--- src/cm_defs.vh ---
`ifndef CM_DEFS_VH
`define CM_DEFS_VH

// Register word offsets (byte addresses)
`define CM_OFS_CTRL 8'h00
`define CM_OFS_ADDR 8'h04
`define CM_OFS_WDATA 8'h08
`define CM_OFS_RDATA 8'h0C
`define CM_OFS_STATUS 8'h10

// CTRL fields
`define CM_CTRL_START 0
`define CM_CTRL_MODE_LO 1
`define CM_CTRL_MODE_HI 2
`define CM_CTRL_INIT 3
`define CM_CTRL_PWR_LOW 4

// STATUS fields
`define CM_ST_BUSY 0
`define CM_ST_DONE 1
`define CM_ST_PAUSE 2
`define CM_ST_ORDER_ERR 3
`define CM_ST_SSYN 4

// Mode-control encodings
`define CM_MODE_READ 2'b00
`define CM_MODE_READ_PAUSE 2'b01
`define CM_MODE_WORD_WR 2'b10
`define CM_MODE_BYTE_WR 2'b11

// Reset values
`define CM_CTRL_RST 32'h0000_0000
`define CM_ADDR_RST 16'h0000
`define CM_WDATA_RST 16'h0000

// Timing
`define CM_CLK_MHZ 100
`define CM_INIT_NS 100
`define CM_DESKEW_NS 150
`define CM_INIT_CYC ((`CM_INIT_NS * `CM_CLK_MHZ + 999) / 1000)
`define CM_DESKEW_CYC ((`CM_DESKEW_NS * `CM_CLK_MHZ + 999) / 1000)

`endif

--- src/cm_host_ctrl.v ---
`timescale 1ns/1ns
`include "cm_defs.vh"

// Operation
// - Master encodes transaction on two mode bits: read, pause-read, word, byte write.
// - Byte write: address bit zero picks high or low byte lanes.
// - After pause-read, master must write the same address; device skips read.
// - Cycle starts on address match, select clear, slave sync clear, master sync.
module cm_host_ctrl (
    input wire pclk,
    input wire presetn,
    input wire psel,
    input wire penable,
    input wire pwrite,
    input wire [7:0] paddr,
    input wire [31:0] pwdata,
    output reg [31:0] prdata,
    output reg pready,
    output reg pslverr,
    output reg [15:0] mem_addr,
    output reg [1:0] mem_mode,
    output reg [15:0] mem_data_out,
    output reg mem_data_oe_n,
    input wire [15:0] mem_data_in,
    output reg mem_msyn,
    input wire mem_ssyn,
    output reg mem_bus_init,
    output reg mem_power_low
);

localparam [4:0] ST_IDLE = 5'b00001;
localparam [4:0] ST_SETUP = 5'b00010;
localparam [4:0] ST_MSYN = 5'b00100;
localparam [4:0] ST_RELEASE = 5'b01000;
localparam [4:0] ST_INIT = 5'b10000;
localparam integer INIT_CYC = `CM_INIT_CYC;
localparam integer DESKEW_CYC = `CM_DESKEW_CYC;

// Place the byte on the lanes its address selects
function [15:0] lane_route;
    input [1:0] mode;
    input a0;
    input [15:0] d;
    begin
        if (mode == `CM_MODE_BYTE_WR && a0)
            lane_route = {d[7:0], 8'h00};
        else if (mode == `CM_MODE_BYTE_WR)
            lane_route = {8'h00, d[7:0]};
        else
            lane_route = d;
    end
endfunction

reg [4:0] state_ff;
reg [4:0] nxt_state;
reg [7:0] cnt_ff;
reg [7:0] nxt_cnt;
reg [1:0] mode_reg_ff;
reg [15:0] addr_reg_ff;
reg [15:0] wdata_reg_ff;
reg [15:0] rdata_ff;
reg done_ff;
reg pause_pend_ff;
reg [15:0] pause_addr_ff;
reg order_err_ff;
reg ssyn_s1_ff;
reg ssyn_s2_ff;
reg ssyn_s3_ff;
reg ssyn_ff;
reg [15:0] din_s1_ff;
reg [15:0] din_s2_ff;
reg [15:0] din_s3_ff;
reg [31:0] rd_mux;

wire bus_wr = psel & penable & pready & pwrite;
wire ctrl_wr = bus_wr && paddr == `CM_OFS_CTRL;
wire start_req = ctrl_wr && pwdata[`CM_CTRL_START];
wire init_req = ctrl_wr && pwdata[`CM_CTRL_INIT];
wire [1:0] req_mode = pwdata[`CM_CTRL_MODE_HI:`CM_CTRL_MODE_LO];
wire idle = state_ff == ST_IDLE;
wire req_is_wr = req_mode[1];
// After a pause-read only a write to the same address may follow
wire order_bad = pause_pend_ff &&
    (!req_is_wr || addr_reg_ff != pause_addr_ff);
wire launch = start_req && idle && !order_bad && !init_req;
wire finish = state_ff == ST_RELEASE && !ssyn_ff;
wire known = paddr == `CM_OFS_CTRL || paddr == `CM_OFS_ADDR ||
    paddr == `CM_OFS_WDATA || paddr == `CM_OFS_RDATA ||
    paddr == `CM_OFS_STATUS;

always @*
begin
    rd_mux = 32'h0000_0000;
    case (paddr)
        `CM_OFS_CTRL:
        begin
            rd_mux[`CM_CTRL_MODE_HI:`CM_CTRL_MODE_LO] = mode_reg_ff;
            rd_mux[`CM_CTRL_PWR_LOW] = mem_power_low;
        end
        `CM_OFS_ADDR: rd_mux[15:0] = addr_reg_ff;
        `CM_OFS_WDATA: rd_mux[15:0] = wdata_reg_ff;
        `CM_OFS_RDATA: rd_mux[15:0] = rdata_ff;
        `CM_OFS_STATUS:
        begin
            rd_mux[`CM_ST_BUSY] = !idle;
            rd_mux[`CM_ST_DONE] = done_ff;
            rd_mux[`CM_ST_PAUSE] = pause_pend_ff;
            rd_mux[`CM_ST_ORDER_ERR] = order_err_ff;
            rd_mux[`CM_ST_SSYN] = ssyn_ff;
        end
        default: rd_mux = 32'h0000_0000;
    endcase
end

// One wait state: pready rises in the second access cycle
always @(posedge pclk or negedge presetn)
begin
    if (!presetn)
    begin
        prdata <= 32'h0000_0000;
        pready <= 1'b0;
        pslverr <= 1'b0;
    end
    else
    begin
        pready <= psel & penable & !pready;
        pslverr <= psel & penable & !pready & !known;
        if (psel & penable & !pready & !pwrite)
            prdata <= rd_mux;
    end
end

always @(posedge pclk or negedge presetn)
begin
    if (!presetn)
    begin
        mode_reg_ff <= `CM_MODE_READ;
        addr_reg_ff <= `CM_ADDR_RST;
        wdata_reg_ff <= `CM_WDATA_RST;
        mem_power_low <= 1'b0;
        done_ff <= 1'b0;
        order_err_ff <= 1'b0;
    end
    else
    begin
        if (ctrl_wr)
        begin
            mode_reg_ff <= req_mode;
            mem_power_low <= pwdata[`CM_CTRL_PWR_LOW];
        end
        if (bus_wr && paddr == `CM_OFS_ADDR)
            addr_reg_ff <= pwdata[15:0];
        if (bus_wr && paddr == `CM_OFS_WDATA)
            wdata_reg_ff <= pwdata[15:0];
        // Hardware set beats a same-cycle software clear
        if (finish)
            done_ff <= 1'b1;
        else if (bus_wr && paddr == `CM_OFS_STATUS && pwdata[`CM_ST_DONE])
            done_ff <= 1'b0;
        if (start_req && idle && order_bad)
            order_err_ff <= 1'b1;
        else if (bus_wr && paddr == `CM_OFS_STATUS &&
            pwdata[`CM_ST_ORDER_ERR])
            order_err_ff <= 1'b0;
    end
end

// Three-stage sync; a change counts once stages two and three agree
always @(posedge pclk or negedge presetn)
begin
    if (!presetn)
    begin
        ssyn_s1_ff <= 1'b0;
        ssyn_s2_ff <= 1'b0;
        ssyn_s3_ff <= 1'b0;
        ssyn_ff <= 1'b0;
        din_s1_ff <= 16'h0000;
        din_s2_ff <= 16'h0000;
        din_s3_ff <= 16'h0000;
    end
    else
    begin
        ssyn_s1_ff <= mem_ssyn;
        ssyn_s2_ff <= ssyn_s1_ff;
        ssyn_s3_ff <= ssyn_s2_ff;
        if (ssyn_s2_ff == ssyn_s3_ff)
            ssyn_ff <= ssyn_s3_ff;
        din_s1_ff <= mem_data_in;
        din_s2_ff <= din_s1_ff;
        din_s3_ff <= din_s2_ff;
    end
end

always @*
begin
    nxt_state = state_ff;
    nxt_cnt = cnt_ff;
    case (state_ff)
        ST_IDLE:
        begin
            if (init_req)
            begin
                nxt_state = ST_INIT;
                nxt_cnt = INIT_CYC[7:0];
            end
            else if (launch)
            begin
                nxt_state = ST_SETUP;
                nxt_cnt = DESKEW_CYC[7:0];
            end
        end
        // Address and mode settle; slave sync must be idle first
        ST_SETUP:
        begin
            if (cnt_ff != 8'h00)
                nxt_cnt = cnt_ff - 8'h01;
            else if (!ssyn_ff)
                nxt_state = ST_MSYN;
        end
        ST_MSYN:
            if (ssyn_ff)
                nxt_state = ST_RELEASE;
        ST_RELEASE:
            if (!ssyn_ff)
                nxt_state = ST_IDLE;
        // Init held long enough for the select-clear delay
        ST_INIT:
        begin
            if (cnt_ff != 8'h00)
                nxt_cnt = cnt_ff - 8'h01;
            else
                nxt_state = ST_IDLE;
        end
        default:
            nxt_state = ST_IDLE;
    endcase
end

always @(posedge pclk or negedge presetn)
begin
    if (!presetn)
    begin
        state_ff <= ST_IDLE;
        cnt_ff <= 8'h00;
        mem_addr <= 16'h0000;
        mem_mode <= `CM_MODE_READ;
        mem_data_out <= 16'h0000;
        mem_data_oe_n <= 1'b1;
        mem_msyn <= 1'b0;
        mem_bus_init <= 1'b0;
        rdata_ff <= 16'h0000;
        pause_pend_ff <= 1'b0;
        pause_addr_ff <= 16'h0000;
    end
    else
    begin
        state_ff <= nxt_state;
        cnt_ff <= nxt_cnt;
        mem_bus_init <= nxt_state == ST_INIT;
        if (launch)
        begin
            mem_addr <= addr_reg_ff;
            mem_mode <= req_mode;
            mem_data_out <= lane_route(req_mode, addr_reg_ff[0],
                wdata_reg_ff);
            mem_data_oe_n <= !req_is_wr;
        end
        if (state_ff == ST_SETUP && nxt_state == ST_MSYN)
            mem_msyn <= 1'b1;
        if (state_ff == ST_MSYN && ssyn_ff)
        begin
            mem_msyn <= 1'b0;
            if (!mem_mode[1])
                rdata_ff <= din_s3_ff;
        end
        if (finish)
        begin
            mem_data_oe_n <= 1'b1;
            pause_pend_ff <= mem_mode == `CM_MODE_READ_PAUSE;
            pause_addr_ff <= mem_addr;
        end
        if (nxt_state == ST_INIT)
            pause_pend_ff <= 1'b0;
    end
end

endmodule

--- config.mk ---
export PLATFORM = sky130hd
export DESIGN_NAME = cm_host_ctrl
export DESIGN_NICKNAME = d
export VERILOG_FILES = /design/src/cm_host_ctrl.v
export VERILOG_INCLUDE_DIRS = /design/src
export SDC_FILE = /design/constraint.sdc
export NUM_CORES = 1
export LEC_CHECK = 0
export BUFFER_PORTS_ARGS = -buffer_cell sky130_fd_sc_hd__buf_2
export CAP_MARGIN = 40
export CORE_MARGIN = 4
export CORE_UTILIZATION = 40
export CTS_CLUSTER_SIZE = 12
export DETAILED_ROUTE_END_ITERATION = 8
export HOLD_SLACK_MARGIN = 0.12
export PLACE_DENSITY = 0.56
export SLEW_MARGIN = 5
export SYNTH_ARGS = -nofsm -noshare
export SYNTH_HDL_FRONTEND = slang
export SYNTH_SLANG_ARGS = --single-unit
export TNS_END_PERCENT = 50
--- constraint.sdc ---
create_clock -name pclk -period 3.07 [get_ports pclk]
set_input_delay 0.1535 -clock pclk [delete_from_list [all_inputs] [get_ports pclk]]
set_output_delay 0.1535 -clock pclk [all_outputs]
set_load 0.05 [all_outputs]
After elaboration in Yosys (flattened, before gate mapping)
Cells that the tools add are included.

operators by class
  add/sub/neg operators = 1
  equal/unequal tests = 17
  muxes and demuxes = 29
  bitwise gates (word level) = 7
  reductions and logical operators = 41

operators by type and width
  kind                 count
  $mux 5               7
  $pmux 11 s3          1
  $mux 16              2
  $pmux 5 s5           1
  $mux 8               3
  $logic_and 1x1->1    17
  $eq 8x4->1 const B   2
  $ne 16x16->1         1
  $pmux 8 s2           1
  $reduce_bool 2->1    6
  $eq 5x3->1 const B   2
  $eq 5x5->1 const B   2
  $mux 1               10
  $pmux 2 s5           1
  $eq 8x3->1 const B   1
  $eq 8x5->1 const B   1
  $logic_not 1->1      8
  $logic_not 8->1      1
  $pmux 1 s4           2
  $reduce_bool 8->1    1
  $sub 8x1->8 const B  1
  $and 1x1->1          6
  $eq 5x1->1 const B   1
  $eq 5x2->1 const B   1
  12 further kinds     16

storage, ports and cells
  bits in registers = 190
  output and inout port bits = 72
  logic and storage cells = 122

Longest topological paths before layout
Gate-level depths: netlist (run 1).

  depth in word-level cells = 15
  mapped depth = 9
  gate-level depth less buffers = 9

Worst setup path before layout (run 1)
No wires, ideal clock.

  path type = register to register
  start = reg pready
  end = reg mem_addr[10]
  library setup time = 0.125 ns
  arrival = 2.219 ns
  path slack = 0.726 ns
  cell stages (with the launch flop) = 8
  cell sequence = dfrtp_1 -> nand4_1 -> nor3_1 -> and4_1 -> buf_4 -> nand3b_4 -> buf_6 -> mux2_4

between the ends
  longest elaborated chain between the ends = 7

RTL lines
  what                             RTL line            source
  from (decl)                      cm_host_ctrl.v:18   output reg pready,
  from (signal assigned)           cm_host_ctrl.v:126  pready <= psel & penable & !pready;
  $and 1x1->1 (*) (2 in a row)     cm_host_ctrl.v:75   wire bus_wr = psel & penable & pready & pwrite;
  $logic_and 1x1->1 (no line) (*)  n/a
  $logic_and 1x1->1                cm_host_ctrl.v:77   wire start_req = ctrl_wr && pwdata[`CM_CTRL_START];
  $logic_and 1x1->1 (2 in a row)   cm_host_ctrl.v:85   wire launch = start_req && idle && !order_bad && !init_req;
  $logic_and 1x1->1 (*)            cm_host_ctrl.v:85
  to (signal assigned)             cm_host_ctrl.v:262  mem_addr <= addr_reg_ff;
  to (decl)                        cm_host_ctrl.v:20   output reg [15:0] mem_addr,

Mark *: on every way between the ends. The rest lies on a longest branch, timed or not.
A chain may end at the register's enable or synchronous reset.

Worst setup path in the final report (run 1)
  start = reg state_ff[4]
  end = reg mem_data_out[4]

between the ends
  longest elaborated chain between the ends = 4

RTL lines
  what                            RTL line            source
  from (decl)                     cm_host_ctrl.v:54   reg [4:0] state_ff;
  from (signal assigned)          cm_host_ctrl.v:257  state_ff <= nxt_state;
  $eq 5x1->1                      cm_host_ctrl.v:80   wire idle = state_ff == ST_IDLE;
  $logic_and 1x1->1 (3 in a row)  cm_host_ctrl.v:85
  to (signal assigned)            cm_host_ctrl.v:264  mem_data_out <= lane_route(req_mode, addr_reg_ff[0],
  to (decl)                       cm_host_ctrl.v:22   output reg [15:0] mem_data_out,

Every way passes these cells.

==> impl_metrics.py, run 1 <==
metrics = {
    "run_status": {
        "status": "complete, no violations",
    },
    "final_layout": {
        "utilization_pct": 50.3,
        "layout_commonest_cell": "dfrtp_1",
        "final_cell_mix": "dfrtp_1 (188), buf_2 (100), mux2_2 (68)",
        "nNetsFinal": 802,
        "num_antenna_cells": 0,
        "drive_gt1_share_pct": 33.0,
        "areaGrowthSynthToFinish_pct": 22.2,
        "design_area_um2": 9530,
        "nFillCells": 1686,
    },
    "drt": {
        "ant_nets": 0,
        "wirelength_um": 17700,
        "viasPerCell": 4.94,
        "drt-initial-drc-count": 250,
        "firstDrtPassIters": 4,
        "drc": 0,
        "vias": 5000,
        "avgRoutedWirePerCell_um": 17.5,
    },
    "critical_path": {
        "reg2reg_slack_ns": 0.47,
        "setup.worst_path.end": "mem_data_out[4]$_DFFE_PN0P_",
        "end_kind": "flip-flop",
        "crit_chain": "nor2_1 -> and3_1 -> and4_1 -> nand3b_4 -> buf_4 -> nand2_1 -> o21ai_0",
        "cp.required_ns": 3.37,
        "start_kind": "flip-flop",
        "reg2reg_from": "state_ff[4]$_DFF_PN0_",
        "path_max_fanout": 31,
        "worstPathArrival_ns": 2.90,
        "crit_cells": 7,
        "worstPathBufferInverterCount": 1,
        "crit_path_start": "state_ff[4]$_DFF_PN0_",
        "r2r-end": "mem_data_out[4]$_DFFE_PN0P_",
        "slowest_stage": "dfrtp_1",
        "crit_type": "reg -> reg",
        "r2r_cells": 7,
        "slowest_delay_ns": 0.50,
        "path_delay_family": "simple AND/OR/NAND/NOR gates",
    },
    "clocking": {
        "cts_setup_buffers": 0,
        "path_clk_slew_ns": 0.08,
        "cts.sinks": 190,
        "cts.path.max_buffers": 2,
        "clk_latency_ns": 0.44,
        "cts_buffers": 17,
        "cts_tree": "built",
        "htreeDepth": 4,
        "clock-root-buffer": "clkbuf_16",
    },
    "timing": {
        "fin_tns_setup_ns": 0,
        "whs_ns": 0.178,
        "final-setup-viol-count": 0,
        "tightest_slew_ns": 0.884,
        "min_period_ns": 2.60,
        "min_period_over_period_pct": 84.6,
        "relSlewSlack_pct": 40.8,
        "fin_skew_ns": 0.0127,
        "fmax_ghz": 0.385,
        "rsz0062_at_grt": "no",
        "slew_viol_final": 0,
        "finalHoldViolations": 0,
    },
    "pwr": {
        "p_total_mw": 5.27,
        "p_comb_share_pct": 7.3,
        "clkPwrFrac_pct": 43.0,
        "swShare_pct": 26.9,
        "p_switching_mw": 1.42,
        "peakVddDrop_mv": 0.369,
        "p_leak_nw": 4.69,
        "power.density_nw_per_um2": 553,
        "sequentialPowerShare_pct": 49.7,
        "p_int_mw": 3.85,
    },
    "placed_design": {
        "place_hpwl_um": 12800,
        "place.gp.congestion": 0.852,
        "placed_area_um2": 8530,
        "portBuffers": 101,
    },
    "global_route": {
        "grt_pass1_vias": 5289,
        "grt_max_degree": 83,
        "grt_usage_pct": 17.0,
        "grt_pass1_wl_um": 29000,
        "grt-ovfl-total": 0,
        "antenna_found_initial": 0,
    },
    "yosys": {
        "async_flop_share_pct": 100,
        "ys_ff_latch": 190,
        "avgSynthCellArea_um2": 13.1,
        "ys_dominant_reg_cell": "dfrtp_1",
        "yosys_warnings": 0,
        "ys_seq_area_share_pct": 61.0,
        "yosysUniqueCellTypes": 59,
        "syn_inst": 597,
        "synth_edf_count": 0,
        "netlist_area_um2": 7800,
    },
    "floorplan": {
        "placementRows": 50,
        "start_util_pct": 41.1,
        "core-area_um2": 19000,
        "die-width_um": 148,
        "die_h_um": 148,
        "pin_count": 134,
        "dieArea_um2": 21800,
    },
    "min_path": {
        "hold_path_class": "in -> reg",
    },
    "flow_run": {
        "cap_violations": 0,
    },
}
==> kinds of logic (layout without fill, tap and decap cells) <==
kind of cell,Yosys count,after routing,synth area share (%)
xor gates and xnor gates,23,23,2.58
adders and majority gates,2,2,0.289
DFF,190,190,61.0
buffers and inverters,52,192,3.93
AOI/OAI and AO/OA,94,94,7.41
and+or+nand+nor,133,133,9.16
other,1,16,0.0481
muxes,102,102,15.6
==> tightest hold or removal path, cell delays in order <==
cell,delay [ns]
buf_2,0.14
nor2_1,0.10
a21boi_0,0.16
==> flip-flops by register name (all words and copies together), names as in the netlist, 2 cells and up <==
name and count:
addr_reg_ff 16, din_s1_ff 16, din_s2_ff 16, din_s3_ff 16, mem_addr 16, mem_data_out 16, pause_addr_ff 16, prdata 16
rdata_ff 16, wdata_reg_ff 16, cnt_ff 8, state_ff 5, mem_mode 2, mode_reg_ff 2
==> final cells by class <==
type	count	area, um^2	area share [%]
multi-input cells	370	2790	29.3
clock buffers	17	425	4.46
inverters	7	26.3	0.276
repair buffers	153	1010	10.6
clock inverters	15	199	2.09
well taps	260	325	3.41
flip-flops and latches	190	4760	49.9
==> Yosys cell counts, drive strengths merged, types with 3 or more instances <==
cell type | number | area share, %
dfrtp | 188 | 60
mux2 | 96 | 15
nand2 | 50 | 2.5
o21ai | 41 | 2.6
buf | 29 | 2.8
nor2 | 22 | 1.1
a22oi | 19 | 1.8
xnor2 | 19 | 2.1
clkbuf | 16 | 0.77
a21oi | 15 | 1.0
nand3 | 12 | 0.83
nand4 | 8 | 0.64
inv | 7 | 0.34
nor3 | 7 | 0.66
mux2i | 6 | 0.77
a22o | 5 | 0.56
and3 | 5 | 0.40
or3 | 5 | 0.40
nand3b | 4 | 0.55
xor2 | 4 | 0.45
a21boi | 3 | 0.29
a31oi | 3 | 0.24
nor2b | 3 | 0.24
nor4 | 3 | 0.43
o211ai | 3 | 0.29
or4 | 3 | 0.34
==> power groups by stage <==
| stage | Combinational (mW) | Sequential [mW] | Clock, mW |
|---|---|---|---|
| detailed placement | 0.350 | 2.67 | 0 |
| CTS | 0.388 | 2.62 | 2.33 |
| global placement | 0.339 | 2.66 | 0 |
| global route | 0.430 | 2.63 | 2.45 |
| finish | 0.384 | 2.62 | 2.27 |
| floorplan | 0.209 | 2.68 | 0 |
==> metrics by stage <==
step / setup slack, ns / instances
final: 0.473 / 1012
after global routing: 0.254 / 1012
after CTS: 0.464 / 1012
after detailed placement: 0.502 / 942
after global placement: 0.568 / 941
after floorplan: 0.726 / 612
==> worst min path at each step <==
stage / start / endpoint / slack (ns) / cells past startpoint
floorplan: presetn / addr_reg_ff[0]$_DFFE_PN0P_ / -0.14 / 0
global placement: presetn / mem_addr[10]$_DFFE_PN0P_ / 0.23 / 1
detailed placement: presetn / pause_addr_ff[11]$_DFFE_PN0P_ / 0.24 / 1
CTS: paddr[6] / pslverr$_DFF_PN0_ / 0.16 / 3
global route: paddr[6] / pslverr$_DFF_PN0_ / 0.23 / 3
finish: paddr[6] / pslverr$_DFF_PN0_ / 0.18 / 3
==> layer usage <==
layer	GRT usage, %	up-vias	share of wire (%)
li1	-	2360	-
met1	23.0	2517	44
met2	27.4	105	50
met3	3.22	18	4.2
met4	6.06	0	1.6
met5	0	-	0
==> timing repair <==
action / CTS / global route
hold buffers: 38 / 0
hold endpoints to repair: 139 / 0
resized for setup: 0 / 0
Note: power is estimated with default switching activity, not from simulation.
==> run 2, diff against run 1 <==
Settings changed: PLACE_DENSITY 0.56 to 0.58.
Clock period 3.07 ns to 2.1 ns, I/O delays scaled along.
==> run 2 against run 1 <==
Clock-buffer cell count up 1. Maximum frequency up 25%. Sequential share of layout area down 2.5 points. Clock skew up 0.0018 ns. Utilization up 2.7 points. Critical path depth up 2. Setup slack worse by 0.46 ns. Combinational power up 81%. First-iteration DRC count up 40%. Non-clock buffer count up 44. Via count up 6.1%. Largest cell class unchanged.
==> impl_metrics.py, run 2 (synthesis gave the netlist of run 1 again) <==
metrics = {
    "drt": {
        "firstDrtPassIters": 5,
        "ant_nets": 0,
        "vias": 5304,
        "wirelength_um": 18900,
        "drc": 0,
        "avgRoutedWirePerCell_um": 17.9,
        "viasPerCell": 5.02,
        "drt-initial-drc-count": 350,
    },
    "pwr": {
        "p_switching_mw": 2.04,
        "swShare_pct": 26.4,
        "clkPwrFrac_pct": 41.6,
        "p_total_mw": 7.75,
        "p_int_mw": 5.71,
        "p_leak_nw": 4.97,
        "p_comb_share_pct": 9.0,
        "power.density_nw_per_um2": 772,
        "peakVddDrop_mv": 0.564,
        "sequentialPowerShare_pct": 49.4,
    },
    "final_layout": {
        "final_cell_mix": "dfrtp_1 (186), buf_2 (100), mux2_2 (68)",
        "layout_commonest_cell": "dfrtp_1",
        "multi_input_area_um2": 2880,
        "drive_gt1_share_pct": 38.7,
        "nFillCells": 1634,
        "seq_area_um2": 4760,
        "areaGrowthSynthToFinish_pct": 28.8,
        "utilization_pct": 53.0,
        "nNetsFinal": 846,
        "num_antenna_cells": 0,
    },
    "clocking": {
        "htreeDepth": 4,
        "clk_latency_ns": 0.44,
        "path_clk_slew_ns": 0.07,
        "cts.path.max_buffers": 2,
        "cts_buffers": 17,
        "clock-root-buffer": "clkbuf_16",
        "cts_tree": "built",
        "cts.sinks": 190,
    },
    "critical_path": {
        "setup.worst_path.end": "state_ff[0]$_DFF_PN1_",
        "crit_path_start": "cnt_ff[1]$_DFFE_PN0P_",
        "worstPathArrival_ns": 2.44,
        "crit_type": "reg -> reg",
        "end_kind": "flip-flop",
        "start_kind": "flip-flop",
        "reg2reg_from": "cnt_ff[1]$_DFFE_PN0P_",
        "path_max_fanout": 2,
        "r2r-end": "state_ff[0]$_DFF_PN1_",
        "r2r_cells": 9,
        "cp.required_ns": 2.45,
        "reg2reg_slack_ns": 0.02,
    },
    "flow_run": {
        "cap_violations": 0,
    },
    "global_route": {
        "grt_pass1_wl_um": 30500,
        "antenna_found_initial": 0,
        "grt_usage_pct": 18.0,
        "grt_pass1_vias": 5460,
        "grt-ovfl-total": 0,
        "grt_max_degree": 74,
    },
    "timing": {
        "finalHoldViolations": 0,
        "rsz0062_at_grt": "yes",
        "min_period_over_period_pct": 99.3,
        "fmax_ghz": 0.480,
        "fin_skew_ns": 0.0145,
        "tightest_slew_ns": 0.655,
        "min_period_ns": 2.08,
        "slew_viol_final": 0,
        "final-setup-viol-count": 0,
        "relSlewSlack_pct": 56.3,
    },
    "floorplan": {
        "dieArea_um2": 21800,
        "placementRows": 50,
        "die_h_um": 148,
        "start_util_pct": 41.1,
        "pin_count": 134,
        "core-area_um2": 19000,
        "die-width_um": 148,
    },
    "min_path": {
        "hp-start": "paddr[3]",
        "hold_path_class": "in -> reg",
    },
    "placed_design": {
        "portBuffers": 101,
        "place_hpwl_um": 13500,
        "place.gp.congestion": 0.854,
    },
    "run_status": {
        "status": "complete, no violations",
    },
}
## run 2: cell count changes in the layout (fill, tap and decap cells not counted), moves of 3 or more
cell           before  now
dlygate4sd3_1      38   41
buf_12              0    7
inv_12              3    0
mux2_4             20   24
mux2_1              8    4
buf_4              13   45
## run 2: critical path, cell delays in order (launching register included)
cell	delay, ns
dfrtp_1	0.40
inv_1	0.07
ha_2	0.17
or3b_4	0.37
or3_4	0.35
buf_4	0.15
o2111ai_1	0.23
o21ai_0	0.13
nand2_1	0.07
nand3_1	0.07
## run 2: what timing repair did
action / 4_1_cts / 5_1_grt
buffers inserted: 0 / 5
pin swaps: 5 / 8
hold buffers: 41 / 0
endpoints found under the setup margin: 10 / 42
gates cloned: 0 / 1
gates resized for setup: 6 / 20
endpoints found under the hold margin: 131 / 0
## run 2: metal layers
metal | vias up | GRT usage, % | wire length, um
met3 | 38 | 3.46 | 824
li1 | 2457 | - | -
met2 | 152 | 27.6 | 9030
met5 | - | 0 | 0
met4 | 0 | 7.04 | 511
met1 | 2657 | 25.3 | 8510
## run 2: power by group through the flow
stage | registers, mW | logic (mW) | clock network, mW
2_1_floorplan | 3.92 | 0.306 | 0
3_3_place_gp | 3.89 | 0.572 | 0
3_5_place_dp | 3.90 | 0.593 | 0
4_1_cts | 3.83 | 0.675 | 3.30
5_1_grt | 3.84 | 0.759 | 3.46
6_report | 3.83 | 0.694 | 3.23
## run 2: worst min path at each step
| stage | end | slack [ns] | cells after the start |
|---|---|---|---|
| floorplan | addr_reg_ff[0]$_DFFE_PN0P_ | -0.19 | 0 |
| global placement | pause_addr_ff[11]$_DFFE_PN0P_ | 0.18 | 1 |
| detailed placement | pause_addr_ff[11]$_DFFE_PN0P_ | 0.18 | 1 |
| CTS | prdata[4]$_DFFE_PN0P_ | 0.13 | 4 |
| global route | prdata[4]$_DFFE_PN0P_ | 0.19 | 4 |
| finish | prdata[4]$_DFFE_PN0P_ | 0.17 | 4 |
## run 2: stage by stage
stage	std cells	hold WS (ns)	area, um^2	setup TNS (ns)	worst slack, ns
after global routing	1056	0.193	10000	-0.404	-0.0612
after global placement	977	0.178	8880	-0.247	-0.0940
after detailed placement	977	0.180	8880	-1.00	-0.185
final	1056	0.170	10000	0	0.0157
after CTS	1050	0.126	9910	-0.00932	-0.00932
after floorplan	612	-0.191	7860	-0.300	-0.0955
## run 2: area by class of cell
class                   count  area share [%]
repair buffers            197            14.4
clock inverters            14            1.61
well taps                 260            3.24
flip-flops and latches    190            47.4
clock buffers              18            4.37
multi-input cells         370            28.7
inverters                   7           0.262
